--- config.mk ---
export PLATFORM = sky130hd
export DESIGN_NAME = ppss_pin_share
export DESIGN_NICKNAME = d
export VERILOG_FILES = /design/src/ppss_pkg.sv /design/src/ppss_pin_share.sv /design/src/ppss_sync_strap.sv
export SDC_FILE = /design/constraint.sdc
export NUM_CORES = 1
export LEC_CHECK = 0
export BUFFER_PORTS_ARGS = -buffer_cell sky130_fd_sc_hd__buf_2
export CAP_MARGIN = 20
export CORE_AREA = 2 2 48 50
export CTS_CLUSTER_DIAMETER = 80
export DETAILED_ROUTE_END_ITERATION = 7
export DIE_AREA = 0 0 50 52
export PLACE_DENSITY = 0.88
export REMOVE_ABC_BUFFERS = 1
export SETUP_SLACK_MARGIN = 0.2
export SLEW_MARGIN = 20
export SYNTH_ARGS = -nofsm -noshare
export SYNTH_HDL_FRONTEND = slang
export SYNTH_SLANG_ARGS = --single-unit
--- constraint.sdc ---
create_clock -name mclk_i -period 1.8 [get_ports mclk_i]
set_input_delay 0.09 -clock mclk_i [delete_from_list [all_inputs] [get_ports mclk_i]]
set_output_delay 0.09 -clock mclk_i [all_outputs]
set_load 0.005 [all_outputs]
--- src/ppss_pkg.sv ---
package ppss_pkg;
    // ****************************************
    // strap reset values and decode levels
    // ****************************************
    localparam logic CELL_STRAP_RST = 1'h0;
    localparam logic HOST_STRAP_RST = 1'h0;
    localparam logic SER2_STRAP_RST = 1'h0;
    localparam logic AUTOINIT_STRAP_RST = 1'h0;
    localparam logic SEL_CELL_PORT = 1'h1;
    localparam logic SEL_PCI = 1'h1;
    localparam logic SER2_FORCE_ON = 1'h1;
    localparam logic AUTOINIT_ON = 1'h1;
    // ****************************************
    // pin group widths
    // ****************************************
    localparam int GPIO_HI_W = 7;
    localparam int GPIO_LO_W = 9;
    localparam logic [GPIO_HI_W-1:0] GPIO_HI_OFF = 7'h7F;
    // ****************************************
    // pci configuration source
    // ****************************************
    typedef enum logic [1:0] {
        ppss_cfg_none_type_e,
        ppss_cfg_default_e,
        ppss_cfg_eeprom_e
    } ppss_cfg_src_type;
endpackage

--- src/ppss_pin_share.sv ---
`timescale 1ns/1ns
// Functional notes
// - latch cell select strap, pick cell or serial1
// - strap 0: serial1 on, cell pins high-z
// - strap 1: cell port on, serial1 pins high-z
// - latch host and serial2 straps, derive enables
// - host 0: host port, byte/eeprom pins high-z
// - host 1: host off, shared pins to pci
// - serial2 off only when host1 and serial2 0
// - eeprom autoinit when host1, serial2 0, strap 1
// - serial2 strap raised later: serial2 on, eeprom off
// - timers, serial0, gpio 8:0 always available
// - autoinit strap 0: pci uses default config
module ppss_pin_share
    import ppss_pkg::*;
(
    // clock and reset
    input wire logic mclk_i,
    input wire logic rst_i,
    // straps
    input wire logic cell_select_strap_pin_i,
    input wire logic host_select_strap_i,
    input wire logic serial2_select_strap_i,
    input wire logic autoinit_strap_pin_i,
    // gpio 15:9 software control
    input wire logic [GPIO_HI_W-1:0] gpio_pin_enable_bit_i,
    input wire logic [GPIO_HI_W-1:0] gpio_pin_direction_bit_i,
    // peripheral enables
    output logic cell_port_en_o,
    output logic serial_port1_en_o,
    output logic host_port_en_o,
    output logic pci_en_o,
    output logic eeprom_en_o,
    output logic serial_port2_en_o,
    output logic serial_port0_en_o,
    output logic timers_en_o,
    output logic [GPIO_LO_W-1:0] gpio_lo_avail_o,
    // pin output enables, low while driving
    output logic cell_only_oe_n_o,
    output logic serial1_only_oe_n_o,
    output logic byte_enable0_oe_n_o,
    output logic eeprom_select_oe_n_o,
    output logic [GPIO_HI_W-1:0] gpio_hi_oe_n_o,
    // pci configuration
    output logic pci_autoinit_o,
    output ppss_cfg_src_type pci_cfg_src_o
);
    // ****************************************
    // strap capture
    // ****************************************
    logic cell_port_select_strap;
    logic host_strap;
    logic autoinit_strap;
    logic ser2_reset_strap;
    logic ser2_live;

    ppss_sync_strap u_cell (
        .mclk_i(mclk_i),
        .rst_i(rst_i),
        .strap_i(cell_select_strap_pin_i),
        .latched_o(cell_port_select_strap)
    );

    ppss_sync_strap u_host (
        .mclk_i(mclk_i),
        .rst_i(rst_i),
        .strap_i(host_select_strap_i),
        .latched_o(host_strap)
    );

    ppss_sync_strap u_ser2 (
        .mclk_i(mclk_i),
        .rst_i(rst_i),
        .strap_i(serial2_select_strap_i),
        .latched_o(ser2_reset_strap)
    );

    ppss_sync_strap u_aint (
        .mclk_i(mclk_i),
        .rst_i(rst_i),
        .strap_i(autoinit_strap_pin_i),
        .latched_o(autoinit_strap)
    );

    // serial2 select is tracked live; inputs are synchronous, no synchroniser
    always_ff @(posedge mclk_i or posedge rst_i) begin
        if (rst_i) begin
            ser2_live <= SER2_STRAP_RST;
        end else begin
            ser2_live <= serial2_select_strap_i;
        end
    end

    // ****************************************
    // decode
    // ****************************************
    // a strap selects its option when it sits at that option's level
    function automatic logic strap_is(input logic strap, input logic level);
        return strap == level;
    endfunction

    // an owned pin drives; a pin without an owner floats
    function automatic logic pin_oe_n(input logic owned);
        return !owned;
    endfunction

    wire cell_sel = strap_is(cell_port_select_strap, SEL_CELL_PORT);
    wire pci_sel = strap_is(host_strap, SEL_PCI);
    wire ser2_sel = strap_is(ser2_live, SER2_FORCE_ON);
    // eeprom only owns the port while serial2 is deselected
    wire eeprom_sel = pci_sel && !ser2_sel;
    // serial2 must be off at reset and still off now; raising it later drops the load
    wire autoinit_sel = eeprom_sel && !strap_is(ser2_reset_strap, SER2_FORCE_ON)
        && strap_is(autoinit_strap, AUTOINIT_ON);
    wire [GPIO_HI_W-1:0] gpio_drive = pci_sel ? '0 : (gpio_pin_enable_bit_i & gpio_pin_direction_bit_i);
    wire ppss_cfg_src_type next_cfg = !pci_sel ? ppss_cfg_none_type_e :
        (autoinit_sel ? ppss_cfg_eeprom_e : ppss_cfg_default_e);

    // ****************************************
    // next output values
    // ****************************************
    wire next_cell_en = cell_sel;
    wire next_serial1_en = !cell_sel;
    wire next_cell_oe_n = pin_oe_n(cell_sel);
    wire next_serial1_oe_n = pin_oe_n(!cell_sel);
    wire next_host_en = !pci_sel;
    wire next_pci_en = pci_sel;
    wire next_byte_enable0_oe_n = pin_oe_n(pci_sel);
    wire next_eeprom_select_oe_n = pin_oe_n(eeprom_sel);
    wire next_eeprom_en = eeprom_sel;
    // serial2 is the default owner of its port; only the eeprom can take it away
    wire next_serial2_en = !eeprom_sel;
    wire [GPIO_HI_W-1:0] next_gpio_hi_oe_n = ~gpio_drive;
    wire next_autoinit = autoinit_sel;

    // ****************************************
    // cell port and serial1
    // ****************************************
    always_ff @(posedge mclk_i or posedge rst_i) begin
        if (rst_i) begin
            cell_port_en_o <= 1'h0;
            serial_port1_en_o <= 1'h0;
        end else begin
            cell_port_en_o <= next_cell_en;
            serial_port1_en_o <= next_serial1_en;
        end
    end

    // every shared pin floats while reset holds, before any owner is known
    always_ff @(posedge mclk_i or posedge rst_i) begin
        if (rst_i) begin
            cell_only_oe_n_o <= 1'h1;
            serial1_only_oe_n_o <= 1'h1;
        end else begin
            cell_only_oe_n_o <= next_cell_oe_n;
            serial1_only_oe_n_o <= next_serial1_oe_n;
        end
    end

    // ****************************************
    // host port, pci and eeprom
    // ****************************************
    always_ff @(posedge mclk_i or posedge rst_i) begin
        if (rst_i) begin
            host_port_en_o <= 1'h0;
            pci_en_o <= 1'h0;
        end else begin
            host_port_en_o <= next_host_en;
            pci_en_o <= next_pci_en;
        end
    end

    always_ff @(posedge mclk_i or posedge rst_i) begin
        if (rst_i) begin
            byte_enable0_oe_n_o <= 1'h1;
            eeprom_select_oe_n_o <= 1'h1;
        end else begin
            byte_enable0_oe_n_o <= next_byte_enable0_oe_n;
            eeprom_select_oe_n_o <= next_eeprom_select_oe_n;
        end
    end

    always_ff @(posedge mclk_i or posedge rst_i) begin
        if (rst_i) begin
            eeprom_en_o <= 1'h0;
            serial_port2_en_o <= 1'h0;
        end else begin
            eeprom_en_o <= next_eeprom_en;
            serial_port2_en_o <= next_serial2_en;
        end
    end

    // ****************************************
    // general-purpose pins and fixed peripherals
    // ****************************************
    always_ff @(posedge mclk_i or posedge rst_i) begin
        if (rst_i) begin
            gpio_hi_oe_n_o <= GPIO_HI_OFF;
        end else begin
            gpio_hi_oe_n_o <= next_gpio_hi_oe_n;
        end
    end

    // fixed peripherals never lose their pins, whatever the straps say
    always_ff @(posedge mclk_i or posedge rst_i) begin
        if (rst_i) begin
            serial_port0_en_o <= 1'h0;
            timers_en_o <= 1'h0;
            gpio_lo_avail_o <= '0;
        end else begin
            serial_port0_en_o <= 1'h1;
            timers_en_o <= 1'h1;
            gpio_lo_avail_o <= '1;
        end
    end

    // ****************************************
    // pci configuration source
    // ****************************************
    always_ff @(posedge mclk_i or posedge rst_i) begin
        if (rst_i) begin
            pci_autoinit_o <= 1'h0;
            pci_cfg_src_o <= ppss_cfg_none_type_e;
        end else begin
            pci_autoinit_o <= next_autoinit;
            pci_cfg_src_o <= next_cfg;
        end
    end
endmodule // ppss_pin_share

--- src/ppss_sync_strap.sv ---
`timescale 1ns/1ns
module ppss_sync_strap
    import ppss_pkg::*;
(
    // clock and reset
    input wire logic mclk_i,
    input wire logic rst_i,
    // strap
    input wire logic strap_i,
    output logic latched_o
);
    logic in_reset;

    // in_reset is set while reset holds and clears on the first edge after its release
    always_ff @(posedge mclk_i or posedge rst_i) begin
        if (rst_i) begin
            in_reset <= 1'h1;
        end else begin
            in_reset <= 1'h0;
        end
    end

    // first clean edge after release takes the strap once
    always_ff @(posedge mclk_i or posedge rst_i) begin
        if (rst_i) begin
            latched_o <= 1'h0;
        end else if (in_reset) begin
            latched_o <= strap_i;
        end
    end
endmodule // ppss_sync_strap

**Word level (Yosys, flattened, before mapping)**

Cells that the tools add are included.

- $add $sub $neg: 0
- Multiply operators: 0
- Divide/modulo/power cells: 0
- Magnitude comparators: 0
- Equal/unequal tests: 0
- Shifts and indexed selects: 0
- Muxes and demuxes: 3
- Bitwise logic cells: 2
- Reductions and logical operators: 8

Operators with widths:

| operator | count |
|---|---|
| AND 7 bit | 1 |
| two-way mux 7 bit | 1 |
| inverter 7 bit | 1 |
| logical NOT 1 bit | 5 |
| two-way mux 2 bit | 2 |
| logical AND 1 bit | 3 |

- Bits in registers: 28
- Latch bits: 0
- RAM bits: 0
- ROM bits: 0
- Bits of input ports: 20
- Output and inout port bits: 31
- Logic and storage cells: 34
- Memories: 0

**Logic depth before layout (Yosys ltp)**

- Word-level depth: 6
- Depth in mapped cells: 2
- Gate-level depth less buffers: 2

**Cells and area by module**

From an unflattened synthesis, not the netlist that was laid out.

- Cells, all modules: 69
- Area total of the unflattened synthesis: 1,031.0 um^2

Modules (own cells, without submodules):

| module | instances | cells each | area an instance (um^2) | sequential area each (um^2) |
|---|---|---|---|---|
| ppss_pin_share | 1 | 49 | 735.7 | 564.3 |
| ppss_sync_strap | 4 | 5 | 73.8 | 51.3 |

**Worst setup path before layout**

OpenSTA, ideal clock, no wires.

- Path type: register -> register
- Start: register u_aint.in_reset
- End: register u_aint.latched_o
- Setup time: 0.125 ns
- Arrival: 0.868 ns
- Required time: 1.675 ns
- Path slack: 0.807 ns
- Cell stages (with the launch flop): 2
- Buffers on the path: 0
- Period minus slack after synthesis: 0.993 ns
- Cells stage by stage: dfstp_2 > mux2_2

RTL lines:

| item | line | text |
|---|---|---|
| start: declaration | ppss_sync_strap.sv:12 | `logic in_reset;` |
| start signal: assignment | ppss_sync_strap.sv:17 | `in_reset <= 1'h1;` |
| start signal: assignment | ppss_sync_strap.sv:19 | `in_reset <= 1'h0;` |
| end signal: assignment | ppss_sync_strap.sv:28 | `latched_o <= strap_i;` |
| end: declaration | ppss_sync_strap.sv:10 | `output logic latched_o` |

No word-level cell between the ends.

**Final worst setup path**

- Start: register u_host.latched_o
- End: register gpio_hi_oe_n_o[1]

- Cells in the longest elaborated chain, start to end: 2

RTL lines:

| item | line | text |
|---|---|---|
| start: declaration | ppss_sync_strap.sv:10 |  |
| start signal: assignment | ppss_sync_strap.sv:28 |  |
| two-way mux 7 bit | ppss_pin_share.sv:115 | `wire [GPIO_HI_W-1:0] gpio_drive = pci_sel ? '0 : (gpio_pin_enable_bit_i & gpio_pin_direction_bit_i);` |
| inverter 7 bit | ppss_pin_share.sv:133 | `wire [GPIO_HI_W-1:0] next_gpio_hi_oe_n = ~gpio_drive;` |
| net next_gpio_hi_oe_n[1] | ppss_pin_share.sv:133 |  |
| end signal: assignment | ppss_pin_share.sv:200 | `gpio_hi_oe_n_o <= next_gpio_hi_oe_n;` |
| end: declaration | ppss_pin_share.sv:43 | `output logic [GPIO_HI_W-1:0] gpio_hi_oe_n_o,` |

The timed path passes the listed nets, and every way through them passes these cells.
A chain may end at the register's enable or synchronous reset.

==> impl_metrics.ini <==
[setup_path]
critPathArrivalTime_ps = 1550
crit_type = reg -> reg
worstSetupEndpointType = flip-flop
cp_max_fo = 10
startpoint_type = flip-flop
cp_cell_sequence = inv_2 > nand3_1 > dlygate4sd3_1
slowest_stage = dlygate4sd3_1
crit_required_ps = 2050
path_buf_inv = 2
cp_top_family = buffers and inverters
cpPeakStageDelay_ps = 560

[clock_network]
clkTransAtPathRegs_ps = 130
cts_tree = built
htreeDepth = 1
cts.path.max_buffers = 2
post_cts_resized = 0
cts_buffers = 3
hold_buffers = 19
clockRootBuffer = clkbuf_4
clkLatencyLatePin_ps = 310
cts_setup_buffers = 0
cts.sinks = 27

[routing]
wire_per_inst_um = 10.42
drt_first_pass_iters = 1
postRouteAntennaNets = 0
drc = 0
vias = 627
avgViaCountPerCell = 4.071
routed_wl_mm = 1.604
initialDrtViolationCount = 0

[place]
io_buffers = 50
dpl_cell_area_mm2 = 0.001116
dp_cells = 131
gp_congestion = 0.6480
detailed_place_hpwl_mm = 1.160

[pwr]
p_sw_mw = 0.2383
power_mw = 1.067
pwr-share-clk = 0.229
power_density_mw_per_mm2 = 800.1
switching_share = 0.2233
p_comb_frac = 0.135
peakVddDrop_mv = 0.4240
leakagePower_nw = 0.6512
internal-power_mw = 0.8289
seqPwrFrac = 0.635

[floorplanning]
die_w_um = 50
row_count = 17
io_pins = 51
start_util = 0.4231
die_h_um = 52
die_area_mm2 = 0.002600
coreArea_mm2 = 0.002106

[synthesis]
syn_area_um2 = 890.9
synth_warnings = 0
ys_types = 14
yosysSeqAreaShare = 0.7753
syn_inst = 61
synth-seq-cells = 27
avgSynthCellArea_um2 = 14.60

[sta]
tightest_slew_ps = 755.3
finalHoldViolations = 0
slew_viol_final = 0
period_share = 0.7201
finClkSkew_ps = 5.712
setup_viol = 0
fmax_mhz = 771.5
final.setup.tns_ps = 0
maxSlewHeadroom = 0.4959
rsz0062_at_grt = false
post-route-min-period_ps = 1296

[final_layout]
n_fill_cell = 163
regArea_um2 = 690.7
multiInputGateArea_um2 = 110.1
final_common_cell = buf_2
drive_gt1_frac = 0.5635
num_antenna_cells = 0
stdcell_area_mm2 = 0.001334
final_cell_mix = buf_2 (50), dlygate4sd3_1 (19), dfrtp_1 (15)
area_growth_pct = 49.72
instances_no_fill = 154
fin_nets = 147

[flow_run]
drv_cap = 0

[grt]
globalRouteTotalUtil = 0.1369
grt_pass1_vias = 613
grt_max_degree = 23
grt_pass1_wl_mm = 2.594
grt_overflow = 0
grt_antenna_before_repair = 0

[run_status]
outcome = complete, no violations

[worst_hold_path]
hold_path_class = reg -> reg
## power groups by stage
stage,clock [mW],combinational [mW],sequential (mW)
6_report,0.245,0.144,0.678
5_1_grt,0.269,0.161,0.684
4_1_cts,0.253,0.148,0.679
3_5_place_dp,0,0.116,0.689
3_3_place_gp,0,0.112,0.687
2_1_floorplan,0,0.0333,0.696
## registers in the layout, indices dropped and copies added (netlist names)
name / count
ser2_live: 1
eeprom_en_o: 1
pci_autoinit_o: 1
u_aint.latched_o: 1
u_host.latched_o: 1
host_port_en_o: 1
cell_port_en_o: 1
byte_enable0_oe_n_o: 1
gpio_hi_oe_n_o: 7
cell_only_oe_n_o: 1
serial1_only_oe_n_o: 1
serial_port0_en_o: 1
eeprom_select_oe_n_o: 1
serial_port1_en_o: 1
u_aint.in_reset: 1
serial_port2_en_o: 1
u_cell.latched_o: 1
pci_en_o: 1
u_ser2.latched_o: 1
pci_cfg_src_o: 2
## final cells by class
cell class              count  share of cell area
inverters                   4             0.01126
multi-input cells          20             0.08255
repair buffers             71              0.3415
flip-flops and latches     27              0.5178
clock inverters             1            0.003752
clock buffers               3             0.01689
well taps                  28             0.02627
## final timing paths
check                                      endpoint  cells after the start  slack [ps]             start
min in group asynchronous          pci_cfg_src_o[0]                      3         430             rst_i
worst min-delay path            serial1_only_oe_n_o                      0         420  u_cell.latched_o
worst max register to register    gpio_hi_oe_n_o[1]                      3         500  u_host.latched_o
worst max-delay path              gpio_hi_oe_n_o[1]                      3         500  u_host.latched_o
worst min register to register  serial1_only_oe_n_o                      0         420  u_cell.latched_o
max in group asynchronous         gpio_hi_oe_n_o[0]                      4         730             rst_i
## stage by stage
step	hold slack, ps	utilization	setup WS [ps]
detailed placement	231.7	0.5300	761.7
global route	431.9	0.6334	423.4
global placement	219.5	0.5300	801.5
CTS	418.4	0.6334	504.0
floorplan	121.4	-	807.2
finish	420.3	0.6334	503.8
## layer usage
layer,wire (um),vias to the layer above,track usage
met5,0,-,0
met4,46,0,0.09722
met3,80,4,0.008621
met2,935,24,0.2654
met1,541,293,0.1377
li1,-,306,-
## cells in the mapped netlist (all sizes together)
cell type   n  share of area
inv         4          0.017
dfstp      12           0.35
o21a        1         0.0084
nand2b      2          0.014
conb        2         0.0084
nor2        2         0.0084
nand3       7          0.039
buf        10          0.084
o21ai       2          0.011
nand2       2         0.0084
mux2        2          0.025
dfrtp      15           0.42
## cells by family after synthesis
logic type | after synthesis | share of synthesized area
other | 2 | 0.008430
buffers and inverters | 14 | 0.1011
muxes | 2 | 0.02528
AOI/OAI and AO/OA | 3 | 0.01966
DFF | 27 | 0.7753
and+or+nand+nor | 13 | 0.07022
(Power assumes the default switching activity.)
